<file path="config.mk">
export PLATFORM = sky130hd
export DESIGN_NAME = pwe_host
export DESIGN_NICKNAME = d
export VERILOG_FILES = /design/src/verilog/pwe_pkg.sv /design/src/verilog/pwe_bus_cycle.sv /design/src/verilog/pwe_host.sv
export SDC_FILE = /design/constraint.sdc
export NUM_CORES = 1
export LEC_CHECK = 0
export BUFFER_PORTS_ARGS = -buffer_cell sky130_fd_sc_hd__buf_4
export CAP_MARGIN = 20
export CORE_MARGIN = 5
export CORE_UTILIZATION = 35
export DETAILED_ROUTE_END_ITERATION = 6
export PLACE_DENSITY_LB_ADDON = 0.05
export SETUP_SLACK_MARGIN = 0.1
export SYNTH_ARGS = -nofsm -noshare
export SYNTH_HDL_FRONTEND = slang
export SYNTH_SLANG_ARGS = --single-unit
</file>
<file path="constraint.sdc">
create_clock -name core_clk -period 4.3 [get_ports core_clk]
set_clock_uncertainty 0.1 [all_clocks]
set_input_delay 0.43 -clock core_clk [delete_from_list [all_inputs] [get_ports core_clk]]
set_output_delay 0.43 -clock core_clk [all_outputs]
set_load 0.1 [all_outputs]
</file>
<file path="src/verilog/pwe_pkg.sv">
package pwe_pkg;
  // Clock and timing
  localparam int CLK_MHZ = 125;
  localparam int LOAD_WINDOW_US = 100;
  localparam int LOAD_WINDOW_CYC = (LOAD_WINDOW_US * CLK_MHZ);
  localparam int WRITE_TYP_MS = 5;
  localparam int WRITE_TYP_CYC = (WRITE_TYP_MS * 1000 * CLK_MHZ);
  localparam int POLL_GAP_CYC = 16;
  localparam int PULSE_CYC = 12;
  localparam int SETUP_CYC = 2;
  localparam int READ_CYC = 10;
  localparam int RECHECK_READS = 2;
  localparam int PAGE_BYTES = 128;
  localparam int PAGE_LSB = 7;
  // Command pairs
  localparam logic [15:0] CMD_ADDR_A = 16'h5555;
  localparam logic [15:0] CMD_ADDR_B = 16'h2AAA;
  localparam logic [7:0] CMD_DATA_A = 8'hAA;
  localparam logic [7:0] CMD_DATA_B = 8'h55;
  localparam logic [7:0] CMD_WRITE = 8'hA0;
  localparam logic [7:0] CMD_ERASE1 = 8'h80;
  localparam logic [7:0] CMD_ERASE2 = 8'h10;
  localparam logic [7:0] ERASED_BYTE = 8'hFF;
  localparam int POLL_BIT = 7;
  localparam int TOGGLE_BIT = 6;
  // Host operations
  typedef enum logic [1:0] {
    OP_READ  = 2'h0,
    OP_WRITE = 2'h1,
    OP_ERASE = 2'h2
  } pwe_op_t;
endpackage

</file>
<file path="src/verilog/pwe_bus_cycle.sv">
`timescale 1ns/1ps
// One strobe cycle on the device pins: read or byte load
module pwe_bus_cycle
  import pwe_pkg::*;
(
  // Clock and reset
  input  wire logic        core_clk,
  input  wire logic        reset,
  // Request
  input  wire logic        start,
  input  wire logic        isWrite,
  input  wire logic [15:0] addrIn,
  input  wire logic [7:0]  dataIn,
  output logic             done,
  output logic [7:0]       readData,
  // Pins
  output logic [15:0]      memAddr,
  output logic             chipSelectN,
  output logic             outputGateN,
  output logic             writeStrobeN,
  output logic [7:0]       dqOut,
  output logic             dqOe,
  input  wire logic [7:0]  dqIn
);
  typedef enum logic [1:0] {
    BC_IDLE   = 2'h0,
    BC_SETUP  = 2'h1,
    BC_STROBE = 2'h3,
    BC_HOLD   = 2'h2
  } pwe_bc_state_t;

  pwe_bc_state_t stateReg, stateNext;
  logic [4:0]  cntReg, cntNext;
  logic        wrReg, wrNext;
  logic [15:0] addrReg, addrNext;
  logic [7:0]  dataReg, dataNext, rdReg, rdNext;
  logic        csReg, csNext, ogReg, ogNext, wsReg, wsNext, oeReg, oeNext, doneReg, doneNext;

  always_comb begin
    stateNext = stateReg;
    cntNext = cntReg;
    wrNext = wrReg;
    addrNext = addrReg;
    dataNext = dataReg;
    rdNext = rdReg;
    csNext = csReg;
    ogNext = ogReg;
    wsNext = wsReg;
    oeNext = oeReg;
    doneNext = 1'b0;
    case (stateReg)
      BC_IDLE: begin
        if (start) begin
          wrNext = isWrite;
          addrNext = addrIn;
          dataNext = dataIn;
          oeNext = isWrite;
          cntNext = 5'(SETUP_CYC);
          stateNext = BC_SETUP;
        end
      end
      BC_SETUP: begin
        if (cntReg == 5'h0) begin
          csNext = 1'b0; // [RL1]
          ogNext = wrReg; // [RL1] [RL6]
          wsNext = ~wrReg; // [RL7]
          cntNext = wrReg ? 5'(PULSE_CYC) : 5'(READ_CYC);
          stateNext = BC_STROBE;
        end else begin
          cntNext = cntReg - 5'h1;
        end
      end
      BC_STROBE: begin
        if (cntReg == 5'h0) begin
          if (!wrReg) begin
            rdNext = dqIn;
          end
          csNext = 1'b1; // [RL8]
          ogNext = 1'b1;
          wsNext = 1'b1; // [RL8]
          cntNext = 5'(SETUP_CYC);
          stateNext = BC_HOLD;
        end else begin
          cntNext = cntReg - 5'h1;
        end
      end
      BC_HOLD: begin
        if (cntReg == 5'h0) begin
          oeNext = 1'b0;
          doneNext = 1'b1;
          stateNext = BC_IDLE;
        end else begin
          cntNext = cntReg - 5'h1;
        end
      end
      default: stateNext = BC_IDLE;
    endcase
  end

  always_ff @(posedge core_clk or posedge reset) begin
    if (reset) begin
      stateReg <= BC_IDLE;
      cntReg <= 5'h0;
      wrReg <= 1'b0;
      addrReg <= 16'h0;
      dataReg <= 8'h0;
      rdReg <= 8'h0;
      csReg <= 1'b1;
      ogReg <= 1'b1;
      wsReg <= 1'b1;
      oeReg <= 1'b0;
      doneReg <= 1'b0;
    end else begin
      stateReg <= stateNext;
      cntReg <= cntNext;
      wrReg <= wrNext;
      addrReg <= addrNext;
      dataReg <= dataNext;
      rdReg <= rdNext;
      csReg <= csNext;
      ogReg <= ogNext;
      wsReg <= wsNext;
      oeReg <= oeNext;
      doneReg <= doneNext;
    end
  end

  assign done = doneReg;
  assign readData = rdReg;
  assign memAddr = addrReg;
  assign chipSelectN = csReg;
  assign outputGateN = ogReg;
  assign writeStrobeN = wsReg;
  assign dqOut = dataReg;
  assign dqOe = oeReg;

  AST_DRIVE_NOT_READ: assert property (@(posedge core_clk) disable iff (reset)
    dqOe |-> outputGateN) else $error("Data driven while output gate low"); // [RL1]
  AST_STROBE_LEN: assert property (@(posedge core_clk) disable iff (reset)
    $fell(writeStrobeN) |-> !writeStrobeN [*8]) else $error("Write strobe too short"); // [RL6]
  AST_CS_WITH_STROBE: assert property (@(posedge core_clk) disable iff (reset)
    !writeStrobeN |-> !chipSelectN && dqOe) else $error("Strobe without select or data"); // [RL7]
  AST_ADDR_STABLE: assert property (@(posedge core_clk) disable iff (reset)
    !chipSelectN |-> $stable(memAddr)) else $error("Address moved during select"); // [RL8]
endmodule

</file>
<file path="src/verilog/pwe_host.sv">
`timescale 1ns/1ps
// Notes on behaviour
// [RL1] Reads drive select and output gate low together.
// [RL2] Device floats data when select or gate is high; host drives only on loads.
// [RL3] Select high leaves the device idle between cycles.
// [RL4] Protect command sets global lock; repeats unlock only the current page.
// [RL5] Host precedes every page write with the three-byte protect command.
// [RL6] Command and page loads use identical strobe timing.
// [RL7] Device takes address at the later falling select/strobe edge.
// [RL8] Device takes data at the earlier rising select/strobe edge.
// [RL9] Load timeout starts a write that runs about 5 ms.
// [RL10] One to 128 bytes are loaded per page.
// [RL11] Only poll and toggle bits are meaningful during the write.
// [RL12] Whole page buffer programs at once.
// [RL13] All bytes of one page share address bits 15 to 7.
// [RL14] Target page follows last loaded byte.
// [RL15] Unloaded page bytes become FF.
// [RL16] Each next byte must follow within 100 us.
// [RL17] No strobe within 100 us ends the page load.
// [RL18] Reloading a location overwrites it in the buffer.
// [RL19] Six-byte sequence starts chip erase to all ones.
// [RL20] During erase only the toggle bit is valid.
// [RL21] Status valid from the rising strobe that starts the write.
// [RL22] On conflicting status, read twice more; both must be valid.
// [RL23] Write command is 5555/AA, 2AAA/55, 5555/A0 then data.
// [RL24] Poll bit reads inverted until the write completes.
// [RL25] Toggle bit alternates during the write and stops after.
// [RL26] Lock is clear as delivered.
// [RL27] Device times itself on its own oscillator.
module pwe_host
  import pwe_pkg::*;
(
  // Clock and reset
  input  wire logic               core_clk,
  input  wire logic               reset,
  // Command port
  input  wire logic               cmdValid,
  input  wire pwe_pkg::pwe_op_t   cmdOp,
  input  wire logic [15:0]        cmdAddr,
  input  wire logic [7:0]         cmdData,
  input  wire logic               cmdLast,
  output logic                    cmdReady,
  output logic                    rspValid,
  output logic [7:0]              rspData,
  output logic                    busy,
  output logic                    pageError,
  // Device pins
  output logic [15:0]             memAddr,
  output logic                    chipSelectN,
  output logic                    outputGateN,
  output logic                    writeStrobeN,
  output logic [7:0]              dqOut,
  output logic                    dqOe,
  input  wire logic [7:0]         dqIn
);
  typedef enum logic [2:0] {
    HS_IDLE  = 3'h0,
    HS_CMD   = 3'h1,
    HS_LOAD  = 3'h3,
    HS_WAIT  = 3'h2,
    HS_POLL  = 3'h6,
    HS_GAP   = 3'h7,
    HS_READ  = 3'h5
  } pwe_state_t;

  function automatic logic [15:0] seqAddr(input logic [2:0] idx);
    seqAddr = (idx == 3'h1 || idx == 3'h4) ? CMD_ADDR_B : CMD_ADDR_A;
  endfunction

  function automatic logic [7:0] seqData(input logic [2:0] idx, input logic erase);
    case (idx)
      3'h0, 3'h3: seqData = CMD_DATA_A;
      3'h1, 3'h4: seqData = CMD_DATA_B;
      3'h2:       seqData = erase ? CMD_ERASE1 : CMD_WRITE;
      default:    seqData = CMD_ERASE2;
    endcase
  endfunction

  pwe_state_t  stateReg, stateNext;
  logic [2:0]  seqReg, seqNext;
  logic        eraseReg, eraseNext, lastReg, lastNext;
  logic [15:0] addrReg, addrNext;
  logic [7:0]  dataReg, dataNext, prevReg, prevNext;
  logic [8:0]  pageReg, pageNext;
  logic [7:0]  countReg, countNext;
  logic [1:0]  agreeReg, agreeNext;
  logic [4:0]  gapReg, gapNext;
  logic        readyReg, readyNext, rspVReg, rspVNext, busyReg, busyNext, errReg, errNext;
  logic        bcStart, bcWrite, bcDone;
  logic [15:0] bcAddr;
  logic [7:0]  bcData, bcRead;

  pwe_bus_cycle u_cycle (
    .core_clk     (core_clk),
    .reset        (reset),
    .start        (bcStart),
    .isWrite      (bcWrite),
    .addrIn       (bcAddr),
    .dataIn       (bcData),
    .done         (bcDone),
    .readData     (bcRead),
    .memAddr      (memAddr),
    .chipSelectN  (chipSelectN),
    .outputGateN  (outputGateN),
    .writeStrobeN (writeStrobeN),
    .dqOut        (dqOut),
    .dqOe         (dqOe),
    .dqIn         (dqIn)
  );

  always_comb begin
    stateNext = stateReg;
    seqNext = seqReg;
    eraseNext = eraseReg;
    lastNext = lastReg;
    addrNext = addrReg;
    dataNext = dataReg;
    prevNext = prevReg;
    pageNext = pageReg;
    countNext = countReg;
    agreeNext = agreeReg;
    gapNext = gapReg;
    readyNext = 1'b0;
    rspVNext = 1'b0;
    busyNext = busyReg;
    errNext = errReg;
    bcStart = 1'b0;
    bcWrite = 1'b1;
    bcAddr = addrReg;
    bcData = dataReg;
    case (stateReg)
      HS_IDLE: begin
        readyNext = !readyReg;
        busyNext = 1'b0;
        if (cmdValid && readyReg) begin
          addrNext = cmdAddr;
          dataNext = cmdData;
          lastNext = cmdLast;
          busyNext = 1'b1;
          seqNext = 3'h0;
          countNext = 8'h0;
          errNext = 1'b0;
          eraseNext = (cmdOp == OP_ERASE);
          pageNext = cmdAddr[15:PAGE_LSB];
          if (cmdOp == OP_READ) begin
            stateNext = HS_READ;
            bcStart = 1'b1;
            bcWrite = 1'b0;
            bcAddr = cmdAddr;
          end else begin
            stateNext = HS_CMD; // [RL5]
          end
        end
      end
      HS_CMD: begin
        bcAddr = seqAddr(seqReg); // [RL23]
        bcData = seqData(seqReg, eraseReg); // [RL19]
        bcStart = 1'b1;
        stateNext = HS_WAIT;
      end
      HS_WAIT: begin
        if (bcDone) begin
          if (seqReg != 3'h7) begin
            seqNext = seqReg + 3'h1;
            if ((!eraseReg && seqReg == 3'h2) || (eraseReg && seqReg == 3'h5)) begin
              seqNext = 3'h7;
              stateNext = eraseReg ? HS_GAP : HS_LOAD;
              gapNext = 5'(POLL_GAP_CYC);
              agreeNext = 2'h0;
            end else begin
              stateNext = HS_CMD; // [RL6]
            end
          end else if (lastReg || countReg == 8'(PAGE_BYTES)) begin
            stateNext = HS_GAP; // [RL9] [RL17]
            gapNext = 5'(POLL_GAP_CYC);
            prevNext = dataReg;
            agreeNext = 2'h0;
          end else begin
            readyNext = 1'b1; // [RL16]
            stateNext = HS_LOAD;
          end
        end
      end
      HS_LOAD: begin
        if (countReg == 8'h0) begin
          stateNext = HS_WAIT;
          bcStart = 1'b1;
          countNext = 8'h1;
        end else if (cmdValid && readyReg) begin
          if (cmdAddr[15:PAGE_LSB] != pageReg) begin
            errNext = 1'b1; // [RL13]
          end
          addrNext = {pageReg, cmdAddr[PAGE_LSB-1:0]}; // [RL13] [RL14]
          dataNext = cmdData; // [RL18]
          lastNext = cmdLast;
          countNext = countReg + 8'h1; // [RL10]
          bcAddr = {pageReg, cmdAddr[PAGE_LSB-1:0]};
          bcData = cmdData;
          bcStart = 1'b1;
          stateNext = HS_WAIT;
        end else begin
          readyNext = 1'b1;
        end
      end
      HS_GAP: begin
        if (gapReg == 5'h0) begin
          bcStart = 1'b1;
          bcWrite = 1'b0; // [RL11]
          stateNext = HS_POLL;
        end else begin
          gapNext = gapReg - 5'h1;
        end
      end
      HS_POLL: begin
        if (bcDone) begin
          prevNext = bcRead;
          gapNext = 5'(POLL_GAP_CYC);
          stateNext = HS_GAP;
          if (bcRead[TOGGLE_BIT] == prevReg[TOGGLE_BIT] &&
              (eraseReg || bcRead[POLL_BIT] == dataReg[POLL_BIT])) begin // [RL20] [RL24] [RL25]
            agreeNext = agreeReg + 2'h1;
            if (agreeReg == 2'(RECHECK_READS)) begin
              stateNext = HS_IDLE; // [RL22]
              rspVNext = 1'b1;
              busyNext = 1'b0;
            end
          end else begin
            agreeNext = 2'h0; // [RL21]
          end
        end
      end
      HS_READ: begin
        if (bcDone) begin
          dataNext = bcRead; // [RL1]
          rspVNext = 1'b1;
          busyNext = 1'b0;
          stateNext = HS_IDLE;
        end
      end
      default: stateNext = HS_IDLE;
    endcase
  end

  always_ff @(posedge core_clk or posedge reset) begin
    if (reset) begin
      stateReg <= HS_IDLE;
      seqReg <= 3'h0;
      eraseReg <= 1'b0;
      lastReg <= 1'b0;
      addrReg <= 16'h0;
      dataReg <= ERASED_BYTE;
      prevReg <= 8'h0;
      pageReg <= 9'h0;
      countReg <= 8'h0;
      agreeReg <= 2'h0;
      gapReg <= 5'h0;
      readyReg <= 1'b0;
      rspVReg <= 1'b0;
      busyReg <= 1'b0;
      errReg <= 1'b0;
    end else begin
      stateReg <= stateNext;
      seqReg <= seqNext;
      eraseReg <= eraseNext;
      lastReg <= lastNext;
      addrReg <= addrNext;
      dataReg <= dataNext;
      prevReg <= prevNext;
      pageReg <= pageNext;
      countReg <= countNext;
      agreeReg <= agreeNext;
      gapReg <= gapNext;
      readyReg <= readyNext;
      rspVReg <= rspVNext;
      busyReg <= busyNext;
      errReg <= errNext;
    end
  end

  assign cmdReady = readyReg;
  assign rspValid = rspVReg;
  assign rspData = dataReg;
  assign busy = busyReg;
  assign pageError = errReg;

  AST_PAGE_SAME: assert property (@(posedge core_clk) disable iff (reset)
    !writeStrobeN && seqReg == 3'h7 |-> memAddr[15:PAGE_LSB] == pageReg)
    else $error("Page bits changed inside a page"); // [RL13]
  AST_CMD_FIRST: assert property (@(posedge core_clk) disable iff (reset)
    $fell(writeStrobeN) && seqReg == 3'h0 |-> memAddr == CMD_ADDR_A && dqOut == CMD_DATA_A)
    else $error("Write not opened by protect command"); // [RL5]
  AST_PAGE_MAX: assert property (@(posedge core_clk) disable iff (reset)
    countReg <= 8'(PAGE_BYTES)) else $error("Page overfilled"); // [RL10]
  AST_NO_LOAD_POLL: assert property (@(posedge core_clk) disable iff (reset)
    stateReg == HS_POLL |-> writeStrobeN) else $error("Load during status poll"); // [RL11]
endmodule

</file>
# After elaboration in Yosys (flattened, before gate mapping)
# Index checks and enable logic that the tools add are counted.
[totals]
register_bits = 112
inputBits = 38
out_inout_bits = 40
wordCells = 233
[op_classes]
n_addsub = 5
eq_ne = 43
mux = 113
n_bitwise = 1
reduce_logical = 45
[op_table]
columns = ["cell", "count"]
rows = [
  ["$mux 16", 5],
  ["$mux 3", 19],
  ["$mux 5", 10],
  ["$mux 8", 6],
  ["$pmux 16 s3", 1],
  ["$pmux 8 s3", 2],
  ["$mux 1", 34],
  ["$pmux 16 s2", 1],
  ["$pmux 8 s2", 2],
  ["$ne 2x2->1 const B", 13],
  ["$mux 7", 3],
  ["$pmux 3 s7", 1],
  ["$mux 2", 10],
  ["$pmux 5 s4", 1],
  ["$reduce_and 5->1", 4],
  ["$pmux 1 s2", 8],
  ["$eq 3x3->1 const B", 5],
  ["$mux 15", 1],
  ["$pmux 5 s3", 1],
  ["$pmux 7 s2", 1],
  ["$eq 3x2->1 const B", 4],
  ["$ne 2x1->1 const B", 6],
  ["$ne 3x3->1 const B", 4],
  ["$reduce_and 2->1", 6],
  ["30 further kinds", 59],
]

# Logic depth before layout (Yosys ltp)
[depth]
word_depth = 7
depth_mapped = 9
ltp_nobuf = 7

# Hierarchy
# A second synthesis with hierarchy kept.
[hier_totals]
cells_unflattened = 621
hier_area_um2 = 5768.0
[modules_own_cells]
columns = ["module", "instances", "cells_each", "area_each_um2", "seq_area_each_um2"]
rows = [
  ["pwe_host", 1, 435, 3887.5, 1536.5],
  ["pwe_bus_cycle", 1, 186, 1880.6, 1129.8],
]

# Worst setup path after synthesis
# No wires, ideal clock.
[synth_path]
path_kind = "register -> register"
start = "reg readyReg, in the netlist cmdReady"
end = "reg u_cycle.dataReg[5], in the netlist u_cycle.dqOut[5]"
setup_time_ns = 0.125
t_arrival_ns = 2.360
t_required_ns = 4.075
slack_ns = 1.715
path_stages_with_launch = 8
n_path_buf = 2
synth_period_minus_slack_ns = 2.585
path_cell_list = "dfrtp_1 and2_1 clkbuf_1 a31oi_1 o211ai_1 and2_1 clkbuf_1 mux2_2"
[synth_via]
elab_chain_cells = 5
elab_cells_between_ends = 9
cone_classes = "mux (7); reduce/logical (2)"
[synth_lines]
columns = ["element", "line", "source"]
rows = [
  ["start: declaration", "pwe_host.sv:88", "logic readyReg, readyNext, rspVReg, rspVNext, busyReg, busyNext, errReg, errNext;"],
  ["start signal: assignment", "pwe_host.sv:273", "readyReg <= readyNext;"],
  ["$logic_and 1x1->1 *", "pwe_host.sv:135, pwe_host.sv:189", ""],
  ["$mux 1", "pwe_host.sv:189", "end else if (cmdValid && readyReg) begin"],
  ["$mux 1", "pwe_host.sv:185", "if (countReg == 8'h0) begin"],
  ["$pmux 1 s4", "pwe_host.sv:131", "case (stateReg)"],
  ["$reduce_and 2->1 (no source line)", "--", ""],
  ["end signal: assignment", "pwe_bus_cycle.sv:118", "dataReg <= dataNext;"],
  ["end: declaration", "pwe_bus_cycle.sv:36", "logic [7:0] dataReg, dataNext, rdReg, rdNext;"],
]
# Mark *: on every way between the ends. The rest lies on a longest branch, timed or not.
# A chain may end at the register's enable or synchronous reset.

# Worst setup path after layout
[layout_path]
start = "reg stateReg[1]"
end = "reg countReg[3]"
[layout_via]
elab_chain_cells = 3
elab_cells_between_ends = 7
cone_classes = "eq/ne (3); mux (1); reduce/logical (3)"
[layout_lines]
columns = ["element", "line", "source"]
rows = [
  ["start: declaration", "pwe_host.sv:79", "pwe_state_t stateReg, stateNext;"],
  ["start signal: assignment", "pwe_host.sv:262", "stateReg <= stateNext;"],
  ["$eq 3x2->1 or $logic_not 3->1 (tied branches)", "pwe_host.sv:131", ""],
  ["$ne 3x3->1 (no source line), or another cell as far along", "--", ""],
  ["$reduce_and 3->1 (no source line)", "--", ""],
  ["end signal: assignment", "pwe_host.sv:270", "countReg <= countNext;"],
  ["end: declaration", "pwe_host.sv:85", "logic [7:0] countReg, countNext;"],
]
# Several ways; a longest one is shown, not always the timed one.

==> impl_summary.md <==
Setup path
The highest net fanout along the worst path is 21. In this design, the stage delay of the slowest critical-path cell is 0.80 ns. For the worst setup path, the data required time is 4.48 ns. The worst setup path is launched from a register.

Data on the critical path arrives at its endpoint at 2.95 ns. The endpoint kind of the worst setup timing path is a register. Traced cell by cell, the critical path runs through and3b_1 -> o21ai_1 -> or4_1 -> o21ai_1. The highest-delay cell along the critical path is and3b_1. The critical path in this run is classified as register to register. The cell seen most often among critical-path stages is o21ai_1.

GRT
Entering global routing, the biggest net connects 63 pins. For this run the aggregate overflow at the end of global routing stands at 0. The first global-routing pass estimated 28080 µm of wire. The initial antenna violation count came to 0.

Across every metal layer, demand over resource in global routing totals 18.00%. The number of global-route vias before repair came to 5060.

Yosys
During synthesis, Yosys emitted a total of 0 warnings. The main combinational cell family by area after synthesis is compound AO/OA/AOI/OAI gates. The cell type with the largest total area after synthesis is dfrtp_1.

The portion of synthesized area spent on multiplexers is 6.062%. The most used flip-flop cell after synthesis is dfrtp_1. nand2_1 is the most common cell in the netlist.

Sequential cells were found to cover 46.14% of the synthesized design area. The synthesized design devotes to its leading area cell type 41.13% of total area. Each instance of the synthesized netlist takes up on average 9.537 µm². Summing the areas of all fa, ha and maj instances in the mapped netlist gives 2.814% of the synthesized area. By area the synthesized netlist is led by dfrtp_1, nand2_1, a21oi_1.

The number of library cell types mapped by synthesis is 67. The mapped netlist covers 5779 µm². The synthesized instance count is 606. The share of flip-flops with an asynchronous set or reset is 100.0%. The synthesized netlist devotes 22.17% of its cell area to compound gates. The synthesized net count is 657.

In the synthesized netlist, the cells that appear most often are nand2_1, dfrtp_1, a21oi_1. Summing the areas of all and, or, nand and nor instances in the mapped netlist gives 16.82% of the synthesized area. The synthesized design contains 106 register bits. Of the total synthesized cell area, the portion taken by XOR and XNOR cells is 1.970%. The count of flip-flops with a built-in enable after synthesis is 0.

Power
The leakage power total is 2.974 nW. The ratio of total power to cell area is 910.7 nW/µm². The highest ir drop seen on vdd is 0.0004182 V. The design draws 6.259 mW.

Place
The global placer's final weighted congestion is 0.8012. Input and output buffers added on the ports amount to 77. In this run the cell area measured after placement is 6553 µm². Summed over all nets, the half-perimeter wirelength after detailed placement is 12240 µm.

Timing
The number of pins with negative max-slew slack in the final report is 0. Subtracting the final worst setup slack from the clock period gives 2.773 ns. The maximum clock frequency is 0.3607 GHz. Setup repair after global routing left no endpoint under its margin. The count of final setup violators is 0.

The pin slew with the least headroom to its limit is 1.066 ns. Dividing the final minimum period by the clock period gives 64.48%. The worst relative slew slack is 28.59%.

In the final timing run, aggregate negative setup slack is 0 ns. The total count of hold-check failures in the final report was 0.

Drt
After the first detailed-routing iteration, the DRC count stood at 398. The total detailed-routing wirelength is 17340 µm. The remaining antenna violation count is 0. Across all layers, the routed design uses 4957 vias. Dividing the detail-routed wire length by the instance count gives 19.42 µm. The residual DRC count is 0.

The first detailed-routing pass took 5 iterations. Using the TritonRoute via totals, the vias-per-cell ratio works out to 5.551.

Clock network
In this run, post-CTS hold repair placed 0 buffers. The TritonCTS clock tree is built. The clock net sink count is 106.

The deepest clock path buffer count is 2. The clock-pin transition on the worst setup and hold timing paths is 0.08 ns. The number of post-CTS setup repair buffers is 0. The number of cells upsized or downsized after cts is 0. Clock tree synthesis selected as its root buffer the cell clkbuf_16. The clock reaches the later pin of the worst-skew pair after 0.36 ns. The count of H-tree levels built during CTS is 3.

Buffers inserted during clock tree synthesis total 9.

Cells and area
The multi-input combinational cells in the finished layout cover a total of 2888 µm². The layout overhead on the synthesized area is 18.92%. The number of nets in the final layout is 719.

Once layout is done, the placed cells without fillers occupy 6873 µm². The share of layout cells above drive strength 1 is 23.18%. Summing all flip-flop and latch instances after layout gives 2666 µm². The repair_antennas step left the layout with diodes totalling 0. The fraction of the core area covered by cells at the end of the flow is 41.89%. Fill cells in the final layout number 1635.

Die
In this run the count of I/O pins placed on the die edge is 78. The floorplan step set the die width to 138.5 µm. The region available for standard cell placement spans 16410 µm². In this run the core area contains 47 standard-cell rows.

The initial cell density of the core is 35.22%. The floorplan step defined a die boundary enclosing 19180 µm². From bottom edge to top edge, the die measures 138.5 µm.

Run
The max-capacitance violation count is 0.

Outcome
The flow ran to the end, and the final reports show no timing, DRC or antenna violations.

Worst hold path
The class of the tightest hold or removal check is input pin to async pin.
==> power breakdown <==
part	leakage, nW	internal [mW]	total, mW	switching (mW)
Combinational	1.52	0.995	3.47	2.47
Clock	0.156	0.526	0.921	0.396
Sequential	1.30	1.45	1.87	0.421
Total	2.97	2.97	6.26	3.29
==> cell families after synthesis <==
family / Yosys count
AO/OA/AOI/OAI: 187
XOR/XNOR: 13
adder cells (fa/ha/maj): 13
buffers and inverters: 55
flip-flops: 106
multiplexers: 32
AND/OR/NAND/NOR: 200
==> sequential cells by signal, indices dropped and copies added (netlist names), 2 cells and up <==
name	count
pageReg	9
u_cycle.stateReg	2
u_cycle.memAddr	16
gapReg	5
addrReg	16
countReg	8
u_cycle.dqOut	8
u_cycle.readData	8
stateReg	3
rspData	8
seqReg	3
agreeReg	2
u_cycle.cntReg	5
==> layout by cell type, fill, tap and decap left out, types with 4 or more instances in the layout <==
cell       Yosys  final
o22ai_1        7      7
xnor2_1        4      4
buf_4          1     86
nand3_1       16     16
o21ai_0       26     26
a21oi_1       64     64
a41oi_1        5      5
a31oi_1        6      6
mux2i_1        8      8
nand2_1      102    102
a221oi_1      21     21
nand4_1        6      6
a21o_1         4      4
clkbuf_16      0      9
mux2_2        24     24
ha_1          13     13
o21a_1         4      4
xor2_1         9      9
inv_1         20     19
a222oi_1       7      7
and2_1         4      4
dfstp_2       11     11
nor3_1         9      9
dfrtp_1       95     95
nor2_1        25     24
a221o_1        9      9
o2bb2ai_1      8      8
nand2b_1       4      4
==> metrics by stage <==
step / cells / hold slack (ns) / setup WS, ns
2_1_floorplan: 606 / 0.3505 / 0.9993
3_3_place_gp: 877 / 0.3675 / 1.611
3_5_place_dp: 877 / 0.3783 / 1.555
4_1_cts: 893 / 0.1748 / 1.550
5_1_grt: 893 / 0.1884 / 1.334
6_report: 893 / 0.1459 / 1.527
==> routing by layer <==
metal / share of wire [%] / track usage, % / vias to the layer above
li1: - / - / 2354
met1: 45 / 24.25 / 2471
met4: 1.0 / 3.848 / 0
met3: 4.4 / 3.936 / 13
met2: 49 / 29.93 / 119
met5: 0 / 0 / -
==> worst paths after layout <==
kind	from	to	slack (ns)	cells past startpoint
setup / recovery	stateReg[1]	countReg[3]	1.53	4
hold / removal	reset	pageReg[8]	0.15	2
max in group asynchronous	reset	rspData[3]	3.01	3
setup reg to reg	stateReg[1]	countReg[3]	1.53	4
hold reg to reg	agreeReg[0]	agreeReg[0]	0.38	1
min in group core_clk	dqIn[4]	u_cycle.readData[4]	0.20	2
==> critical path, delay by kind of cell, from the launching register on <==
kind / cells / cell delay (ns)
and+or+nand+nor: 2 / 1.39
DFF: 1 / 0.72
AOI/OAI and AO/OA: 2 / 0.48
==> area by class of cell <==
class	instances	share of cell area [%]
Inverter	20	1.129
Clock buffer	11	3.532
Tap cell	220	4.005
Sequential cell	106	38.79
Timing Repair Buffer	86	9.394
Clock inverter	5	1.129
Multi-Input combinational cell	445	42.02
(Power assumes the default switching activity.)
